**src/rtl/fmf_regs.svh**
```systemverilog
// Register offsets, field positions and reset values of the macrocell fabric
`ifndef FMF_REGS_SVH
`define FMF_REGS_SVH

// ****************************************
// Register byte offsets
// ****************************************
`define FMF_ADDR_W          8
`define FMF_DATA_W          32
`define FMF_REG_IN_MODE     8'h00
`define FMF_REG_OUT_MODE    8'h04
`define FMF_REG_HID_MODE    8'h08
`define FMF_REG_DATA_POL    8'h0c
`define FMF_REG_EN_POL      8'h10
`define FMF_REG_OUT_STATE   8'h14
`define FMF_REG_HID_STATE   8'h18
`define FMF_REG_IN_STATE    8'h1c

// ****************************************
// Field layout
// ****************************************
`define FMF_MODE_W          2
`define FMF_DED_MODE_LSB    0
`define FMF_IO_MODE_LSB     2
`define FMF_EN_POL_HID_LSB  10
`define FMF_IN_STATE_IO_LSB 10
`define FMF_OUT_CELLS       10
`define FMF_HID_CELLS       8
`define FMF_IN_PINS         10

// ****************************************
// Reset values
// ****************************************
`define FMF_CFG_RESET       32'h0000_0000
`define FMF_RDATA_IDLE      32'h0000_0000

`endif

```
**src/rtl/fmf_pkg.sv**
```systemverilog
// Mode types shared by the macrocell fabric modules
package fmf_pkg;

	// Input section forms
	typedef enum logic [1:0] {
		FMF_IN_PASS  = 2'b00,
		FMF_IN_LATCH = 2'b01,
		FMF_IN_REG   = 2'b10
	} fmf_in_mode_e;

	// Macrocell forms
	typedef enum logic [1:0] {
		FMF_MC_COMB   = 2'b00,
		FMF_MC_SUMCLK = 2'b01,
		FMF_MC_DE     = 2'b10
	} fmf_mc_mode_e;

endpackage

```
**src/rtl/fmf_cell_if.sv**
```systemverilog
// Carriers between the fabric top and its input sections and macrocell banks
`timescale 1ns/1ps
`default_nettype none

// Input section carrier
interface fmf_in_if #(parameter int W = 10);
	import fmf_pkg::*;
	logic [W-1:0]  pin;       // Synchronised pin levels
	logic [W-1:0]  held;      // Section result to the array
	fmf_in_mode_e  mode;      // Block-wide form
	logic          cap_level; // Capture clock level
	logic          cap_pulse; // Capture clock rising edge
	modport sec (input pin, mode, cap_level, cap_pulse, output held);
	modport top (output pin, mode, cap_level, cap_pulse, input held);
endinterface

// Macrocell bank carrier
interface fmf_cell_if #(parameter int N = 10);
	import fmf_pkg::*;
	logic [N-1:0]  data_term;   // Data sum terms
	logic [N-1:0]  enable_term; // Enable sum terms
	logic [N-1:0]  data_pol;    // Data polarity bits
	logic [N-1:0]  enable_pol;  // Enable polarity bits
	fmf_mc_mode_e  mode [N];    // Per cell form
	logic          reset_term;  // Shared clear term
	logic          state_pulse; // State clock rising edge
	logic [N-1:0]  q;           // Cell results
	modport bank (input data_term, enable_term, data_pol, enable_pol, mode,
		reset_term, state_pulse, output q);
	modport top (output data_term, enable_term, data_pol, enable_pol, mode,
		reset_term, state_pulse, input q);
endinterface

`default_nettype wire

```
**src/rtl/fmf_fabric.sv**
```systemverilog
// Top of the macrocell fabric: pins, input sections, cell banks, settings
// What this block does
// - Each input section uses one form for all its pins
// - Capture clock latches or clocks input sections
// - Two input sections configured independently
// - Eight hidden cells feed back only
// - Ten output cells drive pins and feed back
// - Each cell picks one of three forms
// - Own enable term drives each pin driver
// - Data polarity bit flips output cell data
// - Hidden cells offer true and inverted feedback
// - Each cell enable term has a polarity bit; pin driver enable terms have none
// - D/E form loads on state clock enable
// - Sum-term form clocks on enable term
// - One shared clear term resets all cell registers
// - Cleared register reads zero, pin one
// - Output cells feed back ahead of driver
// - Pin level returns through feedback section
// - Input and state clocks stay separate
`timescale 1ns/1ps
`default_nettype none
`include "fmf_regs.svh"

module fmf_fabric #(
	parameter int OUT_N = `FMF_OUT_CELLS,
	parameter int HID_N = `FMF_HID_CELLS,
	parameter int IN_N  = `FMF_IN_PINS
) (
	input  wire logic                   core_clk,
	input  wire logic                   rst_b,
	input  wire logic [`FMF_ADDR_W-1:0] reg_addr,
	input  wire logic [`FMF_DATA_W-1:0] reg_wdata,
	input  wire logic                   reg_wr,
	input  wire logic                   reg_rd,
	output logic      [`FMF_DATA_W-1:0] reg_rdata,
	input  wire logic                   input_capture_clock,
	input  wire logic                   state_register_clock,
	input  wire logic [IN_N-1:0]        dedicated_pin_in,
	input  wire logic [OUT_N-1:0]       io_pin_in,
	output logic      [OUT_N-1:0]       io_pin_out,
	output logic      [OUT_N-1:0]       io_pin_oe,
	input  wire logic [OUT_N-1:0]       out_data_term,
	input  wire logic [OUT_N-1:0]       out_enable_term,
	input  wire logic [OUT_N-1:0]       out_oe_term,
	input  wire logic [HID_N-1:0]       hid_data_term,
	input  wire logic [HID_N-1:0]       hid_enable_term,
	input  wire logic                   reset_term,
	output logic      [IN_N-1:0]        dedicated_fb,
	output logic      [OUT_N-1:0]       pin_fb,
	output logic      [OUT_N-1:0]       out_cell_fb,
	output logic      [HID_N-1:0]       hid_true_fb,
	output logic      [HID_N-1:0]       hid_inv_fb
);
	import fmf_pkg::*;

	// ****************************************
	// Helpers
	// ****************************************

	// Pick the two-bit form field of cell i
	function automatic logic [`FMF_MODE_W-1:0] mode_at(
		input logic [`FMF_DATA_W-1:0] w,
		input int                     i
	);
		mode_at = w[i*`FMF_MODE_W +: `FMF_MODE_W];
	endfunction

	// Zero-extend a narrow field to a bus word
	function automatic logic [`FMF_DATA_W-1:0] widen(
		input logic [`FMF_DATA_W-1:0] v
	);
		widen = v;
	endfunction

	// ****************************************
	// Configuration registers
	// ****************************************

	logic [`FMF_DATA_W-1:0] in_mode_q;   // Both input section forms
	logic [`FMF_DATA_W-1:0] out_mode_q;  // Output cell forms
	logic [`FMF_DATA_W-1:0] hid_mode_q;  // Hidden cell forms
	logic [OUT_N-1:0]       data_pol_q;  // Output data polarity
	logic [OUT_N+HID_N-1:0] en_pol_q;    // Enable polarity, all cells
	logic [`FMF_DATA_W-1:0] rdata_q;     // Read answer

	// Writes of the settings words
	always_ff @(posedge core_clk) begin
		if (!rst_b) begin
			in_mode_q  <= `FMF_CFG_RESET;
			out_mode_q <= `FMF_CFG_RESET;
			hid_mode_q <= `FMF_CFG_RESET;
			data_pol_q <= '0;
			en_pol_q   <= '0;
		end else if (reg_wr) begin
			if (reg_addr == `FMF_REG_IN_MODE) begin
				in_mode_q <= reg_wdata;
			end else if (reg_addr == `FMF_REG_OUT_MODE) begin
				out_mode_q <= reg_wdata;
			end else if (reg_addr == `FMF_REG_HID_MODE) begin
				hid_mode_q <= reg_wdata;
			end else if (reg_addr == `FMF_REG_DATA_POL) begin
				data_pol_q <= reg_wdata[OUT_N-1:0];
			end else if (reg_addr == `FMF_REG_EN_POL) begin
				en_pol_q <= reg_wdata[OUT_N+HID_N-1:0];
			end
		end
	end

	// ****************************************
	// Pin synchronisers
	// ****************************************

	logic [IN_N-1:0]  ded_s1_q;  // Dedicated pins, first stage
	logic [IN_N-1:0]  ded_s2_q;  // Dedicated pins, second stage
	logic [OUT_N-1:0] io_s1_q;   // I/O pins, first stage
	logic [OUT_N-1:0] io_s2_q;   // I/O pins, second stage
	logic [2:0]       icap_q;    // Capture clock: two stages and history
	logic [2:0]       sclk_q;    // State clock: two stages and history

	// Two flops on every pin before use
	always_ff @(posedge core_clk) begin
		if (!rst_b) begin
			ded_s1_q <= '0;
			ded_s2_q <= '0;
			io_s1_q  <= '0;
			io_s2_q  <= '0;
		end else begin
			ded_s1_q <= dedicated_pin_in;
			ded_s2_q <= ded_s1_q;
			io_s1_q  <= io_pin_in;
			io_s2_q  <= io_s1_q;
		end
	end

	// Clock pins sampled and edge history kept
	always_ff @(posedge core_clk) begin
		if (!rst_b) begin
			icap_q <= '0;
			sclk_q <= '0;
		end else begin
			icap_q <= {icap_q[1:0], input_capture_clock};
			sclk_q <= {sclk_q[1:0], state_register_clock};
		end
	end

	logic icap_level; // Capture clock level
	logic icap_rise;  // Capture clock rising edge
	logic sclk_rise;  // State clock rising edge

	// Edge strobes from the second and third stages only
	always_comb begin
		icap_level = icap_q[1];
		icap_rise  = icap_q[1] & ~icap_q[2];
		sclk_rise  = sclk_q[1] & ~sclk_q[2];
	end

	// ****************************************
	// Input sections
	// ****************************************

	fmf_in_if #(.W(IN_N))  ded_if (); // Dedicated input cells
	fmf_in_if #(.W(OUT_N)) pfb_if (); // Pin feedback input cells

	// Section forms and capture clock hook-up
	always_comb begin
		ded_if.mode = fmf_in_mode_e'(in_mode_q[`FMF_DED_MODE_LSB +: `FMF_MODE_W]);
		pfb_if.mode = fmf_in_mode_e'(in_mode_q[`FMF_IO_MODE_LSB +: `FMF_MODE_W]);
		ded_if.pin       = ded_s2_q;
		ded_if.cap_level = icap_level;
		ded_if.cap_pulse = icap_rise;
		// pin level read back through section
		pfb_if.pin       = io_s2_q;
		pfb_if.cap_level = icap_level;
		pfb_if.cap_pulse = icap_rise;
	end

	// Dedicated input section
	fmf_input_section #(.W(IN_N)) u_dedicated_input_cell (
		.core_clk (core_clk),
		.rst_b    (rst_b),
		.sec      (ded_if)
	);

	// Pin feedback input section
	fmf_input_section #(.W(OUT_N)) u_pin_feedback_input_cell (
		.core_clk (core_clk),
		.rst_b    (rst_b),
		.sec      (pfb_if)
	);

	// ****************************************
	// Macrocell banks
	// ****************************************

	fmf_cell_if #(.N(OUT_N)) out_if (); // Pin output cells
	fmf_cell_if #(.N(HID_N)) hid_if (); // Hidden state cells

	// Output cell bank inputs
	always_comb begin
		// ten cells fed by the array
		out_if.data_term   = out_data_term;
		out_if.enable_term = out_enable_term;
		out_if.data_pol    = data_pol_q;
		out_if.enable_pol  = en_pol_q[OUT_N-1:0];
		out_if.reset_term  = reset_term;
		out_if.state_pulse = sclk_rise;
		for (int i = 0; i < OUT_N; i++) begin
			out_if.mode[i] = fmf_mc_mode_e'(mode_at(out_mode_q, i));
		end
	end

	// Hidden cell bank inputs
	always_comb begin
		// eight cells fed by the array
		hid_if.data_term   = hid_data_term;
		hid_if.enable_term = hid_enable_term;
		hid_if.data_pol    = '0;
		hid_if.enable_pol  = en_pol_q[OUT_N+HID_N-1:`FMF_EN_POL_HID_LSB];
		// same clear term as output cells
		hid_if.reset_term  = reset_term;
		hid_if.state_pulse = sclk_rise;
		for (int i = 0; i < HID_N; i++) begin
			hid_if.mode[i] = fmf_mc_mode_e'(mode_at(hid_mode_q, i));
		end
	end

	// Output cell bank
	fmf_macro_bank #(.N(OUT_N)) u_pin_output_cell (
		.core_clk (core_clk),
		.rst_b    (rst_b),
		.cb       (out_if)
	);

	// Hidden cell bank
	fmf_macro_bank #(.N(HID_N)) u_hidden_state_cell (
		.core_clk (core_clk),
		.rst_b    (rst_b),
		.cb       (hid_if)
	);

	// ****************************************
	// Pins and feedback to the array
	// ****************************************

	// Pin drivers and feedback paths
	always_comb begin
		io_pin_out   = ~out_if.q;
		// driver on by its own term
		io_pin_oe    = out_oe_term;
		out_cell_fb  = out_if.q;
		pin_fb       = pfb_if.held;
		dedicated_fb = ded_if.held;
		hid_true_fb  = hid_if.q;
		hid_inv_fb   = ~hid_if.q;
	end

	// ****************************************
	// Read port
	// ****************************************

	// Read data stand one cycle after the strobe
	always_ff @(posedge core_clk) begin
		if (!rst_b) begin
			rdata_q <= `FMF_RDATA_IDLE;
		end else if (!reg_rd) begin
			rdata_q <= `FMF_RDATA_IDLE;
		end else if (reg_addr == `FMF_REG_IN_MODE) begin
			rdata_q <= in_mode_q;
		end else if (reg_addr == `FMF_REG_OUT_MODE) begin
			rdata_q <= out_mode_q;
		end else if (reg_addr == `FMF_REG_HID_MODE) begin
			rdata_q <= hid_mode_q;
		end else if (reg_addr == `FMF_REG_DATA_POL) begin
			rdata_q <= widen({{(`FMF_DATA_W-OUT_N){1'b0}}, data_pol_q});
		end else if (reg_addr == `FMF_REG_EN_POL) begin
			rdata_q <= widen({{(`FMF_DATA_W-OUT_N-HID_N){1'b0}}, en_pol_q});
		end else if (reg_addr == `FMF_REG_OUT_STATE) begin
			// Output cell results
			rdata_q <= widen({{(`FMF_DATA_W-OUT_N){1'b0}}, out_if.q});
		end else if (reg_addr == `FMF_REG_HID_STATE) begin
			// Hidden cell results
			rdata_q <= widen({{(`FMF_DATA_W-HID_N){1'b0}}, hid_if.q});
		end else if (reg_addr == `FMF_REG_IN_STATE) begin
			// Both input section results
			rdata_q <= widen({{(`FMF_DATA_W-OUT_N-IN_N){1'b0}}, pfb_if.held,
				ded_if.held});
		end else begin
			// Unmapped address reads zero
			rdata_q <= `FMF_RDATA_IDLE;
		end
	end

	// Read data from its flop
	always_comb begin
		reg_rdata = rdata_q;
	end

endmodule

`default_nettype wire

```
**src/rtl/fmf_input_section.sv**
```systemverilog
// One block-configured input section: pass, latch or register
`timescale 1ns/1ps
`default_nettype none

module fmf_input_section #(
	parameter int W = 10
) (
	input  wire logic core_clk,
	input  wire logic rst_b,
	fmf_in_if.sec     sec
);
	import fmf_pkg::*;

	logic [W-1:0] store_q; // Latched or registered copy

	// Storage follows the section form
	always_ff @(posedge core_clk) begin
		if (!rst_b) begin
			store_q <= '0;
		end else if (sec.mode == FMF_IN_LATCH && sec.cap_level) begin
			store_q <= sec.pin;
		end else if (sec.mode == FMF_IN_REG && sec.cap_pulse) begin
			store_q <= sec.pin;
		end
	end

	// Result chosen for the whole block
	always_comb begin
		case (sec.mode)
			FMF_IN_LATCH: sec.held = sec.cap_level ? sec.pin : store_q;
			FMF_IN_REG:   sec.held = store_q;
			default:      sec.held = sec.pin;
		endcase
	end

endmodule

`default_nettype wire

```
**src/rtl/fmf_macro_bank.sv**
```systemverilog
// A bank of macrocells: combinatorial, sum-term clocked or D/E register
`timescale 1ns/1ps
`default_nettype none

module fmf_macro_bank #(
	parameter int N = 10
) (
	input  wire logic core_clk,
	input  wire logic rst_b,
	fmf_cell_if.bank  cb
);
	import fmf_pkg::*;

	logic [N-1:0] reg_q;   // Cell registers
	logic [N-1:0] e_prv_q; // Enable term of last cycle
	logic [N-1:0] d_term;  // Polarity adjusted data
	logic [N-1:0] e_term;  // Polarity adjusted enable
	logic [N-1:0] load;    // Register load strobes

	// Polarity and load decisions
	always_comb begin
		d_term = cb.data_term ^ cb.data_pol;
		e_term = cb.enable_term ^ cb.enable_pol;
		for (int i = 0; i < N; i++) begin
			case (cb.mode[i])
				// load on state clock when enabled
				FMF_MC_DE:     load[i] = cb.state_pulse & e_term[i];
				FMF_MC_SUMCLK: load[i] = e_term[i] & ~e_prv_q[i];
				default:       load[i] = 1'b0;
			endcase
		end
	end

	// Enable term history for edge finding
	always_ff @(posedge core_clk) begin
		if (!rst_b) begin
			e_prv_q <= '0;
		end else begin
			e_prv_q <= e_term;
		end
	end

	// Cell registers with shared clear
	always_ff @(posedge core_clk) begin
		if (!rst_b) begin
			reg_q <= '0;
		end else if (cb.reset_term) begin
			reg_q <= '0;
		end else begin
			for (int i = 0; i < N; i++) begin
				if (load[i]) begin
					reg_q[i] <= d_term[i];
				end
			end
		end
	end

	// Cell results
	always_comb begin
		for (int i = 0; i < N; i++) begin
			if (cb.mode[i] == FMF_MC_SUMCLK || cb.mode[i] == FMF_MC_DE) begin
				// cleared register reads zero at once
				cb.q[i] = cb.reset_term ? 1'b0 : reg_q[i];
			end else begin
				cb.q[i] = d_term[i];
			end
		end
	end

endmodule

`default_nettype wire

```
**config.mk**
```make
export PLATFORM = sky130hd
export DESIGN_NAME = fmf_fabric
export DESIGN_NICKNAME = d
export VERILOG_FILES = /design/src/rtl/fmf_pkg.sv /design/src/rtl/fmf_cell_if.sv /design/src/rtl/fmf_fabric.sv /design/src/rtl/fmf_input_section.sv /design/src/rtl/fmf_macro_bank.sv
export VERILOG_INCLUDE_DIRS = /design/src /design/src/rtl
export SDC_FILE = /design/constraint.sdc
export NUM_CORES = 1
export LEC_CHECK = 0
export BUFFER_PORTS_ARGS = -buffer_cell sky130_fd_sc_hd__buf_4
export CAP_MARGIN = 30
export CORE_MARGIN = 1
export CORE_UTILIZATION = 40
export CTS_CLUSTER_DIAMETER = 80
export DETAILED_ROUTE_END_ITERATION = 8
export PLACE_DENSITY = 0.58
export SLEW_MARGIN = 20
export SYNTH_ARGS = -nofsm -noshare
export SYNTH_HDL_FRONTEND = slang
export SYNTH_SLANG_ARGS = --single-unit
```
**constraint.sdc**
```tcl
create_clock -name core_clk -period 3.05 [get_ports core_clk]
set_input_delay 0.61 -clock core_clk [delete_from_list [all_inputs] [get_ports core_clk]]
set_output_delay 0.61 -clock core_clk [all_outputs]
set_load 0.01 [all_outputs]
```
======== Yosys cells after proc, flatten, opt, wreduce, memory -nomap -nowiden ========
Cells that the tools add are included.
word-level totals
  register bits after elaboration ......... 258
operators by class
  bitwise logic cells ..................... 68
  equality and inequality tests ........... 47
  reduce and logical (&&, ||, !) cells .... 32
  muxes and demuxes ....................... 70
operators with widths
  operator                                        number
  two-way mux 20 bit                              5
  two-way mux 32 bit                              3
  two-way mux 10 bit                              6
  == test 2 x 1 -> 1 bit (second input constant)  20
  == test 2 bit (second input constant)           20
  one-hot mux 10 bit (2 select lines)             2
  AND 1 bit                                       38
  two-way mux 1 bit                               36
  one-hot mux 1 bit (2 select lines)              18
  == test 8 x 5 -> 1 bit (second input constant)  4
  NOT 1 bit                                       25
  XOR 10 bit                                      2
  logical OR 1 bit                                18
  == test 8 x 4 -> 1 bit (second input constant)  2
  NOT 10 bit                                      1
  == test 8 x 3 -> 1 bit (second input constant)  1
  zero test 8 bit                                 1
  NOT 8 bit                                       1
  XOR 8 bit                                       1
  AND reduction 6 bit                             1
  AND reduction 5 bit                             1
  logical AND 1 bit                               4
  AND reduction 2 bit                             2
  AND reduction 4 bit                             1
  other kinds (3)                                 4

======== Longest topological paths before layout ========
  depth after elaboration ................. 10
  mapped depth ............................ 7
  depth with buffers taken out ............ 6

======== By module ========
Synthesis repeated with hierarchy kept, for this count alone.
second synthesis, totals
  cells, all modules ...................... 1353
  area, all modules ....................... 11878.9 µm²
by module, submodules not included
  module                                instances  area an instance (µm²)  sequential area each (µm²)  cells an instance
  fmf_fabric                            1          8293.0                  4043.9                      929
  fmf_macro_bank (u_pin_output_cell)    1          1363.8                  400.4                       165
  fmf_macro_bank (u_hidden_state_cell)  1          1113.6                  320.3                       131
  fmf_input_section                     2          554.3                   200.2                       64

======== Worst setup path before layout ========
No wires, ideal clock.
  path type ............................... input to register
  start point ............................. in reg_addr[4]
  end point ............................... reg out_mode_q[10]
  required time ........................... 2.934 ns
  cell stages on the path ................. 7
  slack ................................... 0.917 ns
  data arrival time ....................... 2.017 ns
  buffers on the path ..................... 3
  cell sequence ........................... or4_1 buf_2 or3_1 buf_2 buf_6 nand2_1 a21boi_1
on the way
  word-level cells in the longest chain between the ends .. 3
  elaborated cells between the ends (all ways) .. 4
  those cells by class .................... eq/ne (1); bitwise (1); reduce/logical (2)
ends and longest elaborated chain
  element                            line              source
  start, declared                    fmf_fabric.sv:31  input wire logic [`FMF_ADDR_W-1:0] reg_addr,
  zero test 8 bit (no line)          n/a
  NOT 1 bit (no line)                n/a
  AND reduction 3 bit (no line) (*)  n/a
  end signal, assigned               fmf_fabric.sv:90  out_mode_q <= `FMF_CFG_RESET;
  end signal, assigned               fmf_fabric.sv:98  out_mode_q <= reg_wdata;
  end, declared                      fmf_fabric.sv:80  logic [`FMF_DATA_W-1:0] out_mode_q;
Every way passes the cells marked *; elsewhere a longest branch is shown, timed or not.
A chain may end at the register's enable or synchronous reset.

======== Worst setup path after layout ========
  start point ............................. reg in_mode_q[2]
  end point ............................... out pin_fb[1]
on the way
  word-level cells in the longest chain between the ends .. 2
  elaborated cells between the ends (all ways) .. 3
  those cells by class .................... eq/ne (2); mux (1)
ends and longest elaborated chain
  element                                                         line                     source
  start, declared                                                 fmf_fabric.sv:79         logic [`FMF_DATA_W-1:0] in_mode_q;
  start signal, assigned                                          fmf_fabric.sv:89         in_mode_q <= `FMF_CFG_RESET;
  start signal, assigned                                          fmf_fabric.sv:96         in_mode_q <= reg_wdata;
  == test 2 bit / == test 2 x 1 -> 1 bit (equally long branches)  fmf_input_section.sv:29  case (sec.mode)
  one-hot mux 10 bit (2 select lines) (*)                         fmf_input_section.sv:29
  end, declared                                                   fmf_fabric.sv:49         output logic [OUT_N-1:0] pin_fb,
Marks and branches as above.

==> run summary <==
Total Routed Length = 36200 um
Root Driver = clkbuf_16
Total track usage = 0.229
DR iter-0 viols = 700
Share of layout cells above drive strength 1 = 0.203
Hold endpoint = io_s1_q[0]
Worst-path fanout max = 11
CTS max path bufs = 3
Yosys warning count = 0
Max cap viols = 0
Final Max Tran Viols = 0
Relative slew slack = 0.356
Sequential Power Share = 0.471
Worst Hold Depth = 2
Post-DRT Antenna Nets = 0
Count leader, synth = dfxtp_1
Total gr overflow = 0
Leak = 0.00576 uW
Vias in the first global route = 9475
Worst path arrival time = 2330 ps
Sw frac = 0.238
Synth top area share = 0.423
CTS Buf Count = 29
Post-DP HPWL = 25700 um
Core Area = 29900 um^2
Clock sinks = 258
Row count = 63
Setup TNS = 0 ps
Cell Count, Final, Fillers Out = 1980
R2R Path End = reg_rdata[6]
Clock network power share = 0.455
Tcrit/Tclk final = 0.964
Register bit total from synthesis = 258
Average size of a mapped cell = 8.68 um^2
Dpl cells = 1924
Reg2reg start = in_mode_q[0]
P_sw = 1730 uW
Area grow syn2layout = 21.7%
Leading area contributor after synthesis = dfxtp_1
Boundary Pins = 211
Hold Vio Cnt, Final = 0
Critical Path Sink Type = output port
Final setup vio count = 0
Hold Path Class = in -> reg
R2R Setup Slk = 810 ps
Outcome = complete, no violations
Post-Syn Instances = 1408
Critical Path RT = 2440 ps
DR WL/cell = 18.3 um
PortBufs = 190
Logic gate share of total power = 0.074
FMAX = 0.340 GHz
Max Clock Skew = 8.57 ps
Vias = 10100
Fin crit period = 2940 ps
Asr flop ratio synth = 0
Layout Nets = 1701
VDD IR max = 0.332 mV
Die footprint = 31300 um^2
Area of the multi-input gates = 6420 um^2
Via density = 5.09
Global-route wire length before repair = 54700 um
Hold Startpoint = io_pin_in[0]
Post-synth EDFFs = 0
Sequential-to-total area share from yosys stat = 0.423
Worst reg2reg path depth = 6
Worst hold margin = 264 ps
Synth Flop Type = dfxtp_1
Final-layout fill cell count = 2861
RD Place Congestion = 0.886
Setup ws final = 110 ps
Hold buffers post-CTS = 0
Seq. cell area = 5160 um^2
Unrepaired setup endpoints after global routing = false
Synthesized net count = 1543
CP Launch Type = register
Worst slack, placed = 430 ps
Largest net degree at the start of global routing = 115
Chip height = 177 um
CTS tree = done
Int Power = 5550 uW
Worst slew pin tran = 966 ps
Clk slew on worst S/H paths = 60 ps
Synth cell types = 51
Starting Density = 0.409
Total number of H-tree levels = 1
Pwr Density = 490 nW/um^2
Critical Setup Path Class = reg -> out
First-pass DRT Iterations = 7
Synth Cell Area = 12200 um^2
Post-synth top cells = dfxtp_1 (258), nand2_1 (227), mux2i_1 (95), nor2b_1 (77)
Die width = 177 um
Overall Power = 7280 uW
DRC viols = 0
Worst-Skew Late Latency = 550 ps
Largest cells by area after synthesis = dfxtp_1 (42%), mux2i_1 (7.8%), nand2_1 (7.0%)
Initial antenna violation count = 2
[worst max path at each step]
| stage | to | cells after the start | startpoint |
|---|---|---|---|
| after floorplan | out_mode_q[10] | 7 | reg_addr[4] |
| after global placement | data_pol_q[2] | 6 | reg_addr[4] |
| after detailed placement | data_pol_q[3] | 6 | reg_addr[4] |
| after CTS | dedicated_fb[7] | 6 | in_mode_q[0] |
| after global routing | pin_fb[1] | 6 | in_mode_q[2] |
| final | pin_fb[1] | 6 | in_mode_q[2] |
[power by group through the flow]
stage | Combinational [uW] | Clock [uW] | Sequential (uW)
6_report | 538 | 3310 | 3430
3_5_place_dp | 535 | 0 | 3510
3_3_place_gp | 534 | 0 | 3510
4_1_cts | 537 | 3370 | 3430
2_1_floorplan | 274 | 0 | 3500
5_1_grt | 581 | 3530 | 3430
[cell families after synthesis]
logic type | count (synthesis) | share of synthesized area
AOI/OAI and AO/OA | 288 | 0.158
xor gates and xnor gates | 28 | 0.0201
adders and majority gates | 22 | 0.0225
buffers and inverters | 149 | 0.0534
DFF | 258 | 0.423
muxes | 101 | 0.0833
and+or+nand+nor | 562 | 0.240
[worst max-delay path: stages (launching register included)]
cell,delay [ps]
dfxtp_1,320
inv_1,170
ha_2,370
a21o_2,270
and2_1,180
or2_2,310
buf_4,150
[cell usage in the layout (no fill, tap or decap), types with 9 or more instances in the layout]
cell type	instances
or2_2	19
mux2i_1	95
or3b_2	19
o21ai_0	53
inv_1	53
nor2_1	54
xnor2_1	18
ha_1	20
nor3b_1	15
a21boi_0	65
a31oi_1	11
a21oi_1	46
clkbuf_16	29
nand2b_1	53
and2_1	65
o221ai_1	9
dfxtp_1	258
xor2_1	10
nor2b_1	77
a21o_1	9
a21boi_1	31
nand2_1	227
a211oi_1	29
buf_4	219
clkinv_2	12
[routing by layer]
layer / routed length, um / part of all wire / GRT usage / up-vias
met5: 0 / 0 / 0 / -
met4: 729 / 0.020 / 0.0618 / 0
met1: 17000 / 0.47 / 0.317 / 4716
met3: 2550 / 0.070 / 0.0477 / 49
li1: - / - / - / 5032
met2: 16000 / 0.44 / 0.360 / 277
[state kept, by name, summed over array words and instances, names as in the netlist]
register,count
data_pol_q,10
hid_mode_q,32
out_mode_q,32
u_pin_output_cell.reg_q,10
sclk_q,3
u_hidden_state_cell.reg_q,8
ded_s1_q,10
io_s1_q,10
reg_rdata,32
u_dedicated_input_cell.store_q,10
io_s2_q,10
en_pol_q,18
u_pin_feedback_input_cell.store_q,10
ded_if.pin,10
icap_q,3
u_pin_output_cell.e_prv_q,10
in_mode_q,32
u_hidden_state_cell.e_prv_q,8
[what timing repair did]
action / 4_1_cts / 5_1_grt
endpoints found under the setup margin: 10 / 10
resized for setup: 1 / 3
buffers inserted: 0 / 0
[per-stage QoR]
step	util	area [um^2]
global placement	0.467	13900
CTS	0.497	14800
global route	0.498	14900
floorplan	-	12200
detailed placement	0.467	13900
finish	0.498	14900
[final cells by class]
| cell class | instances | share of cell area |
|---|---|---|
| inverter | 55 | 0.0139 |
| sequential | 258 | 0.347 |
| clock buffer | 37 | 0.0522 |
| multi-input combinational | 1001 | 0.432 |
| antenna | 2 | 0.000337 |
| tap | 390 | 0.0328 |
| clock inverter | 16 | 0.00774 |
| timing repair buffer | 221 | 0.114 |
(Power assumes the default switching activity.)
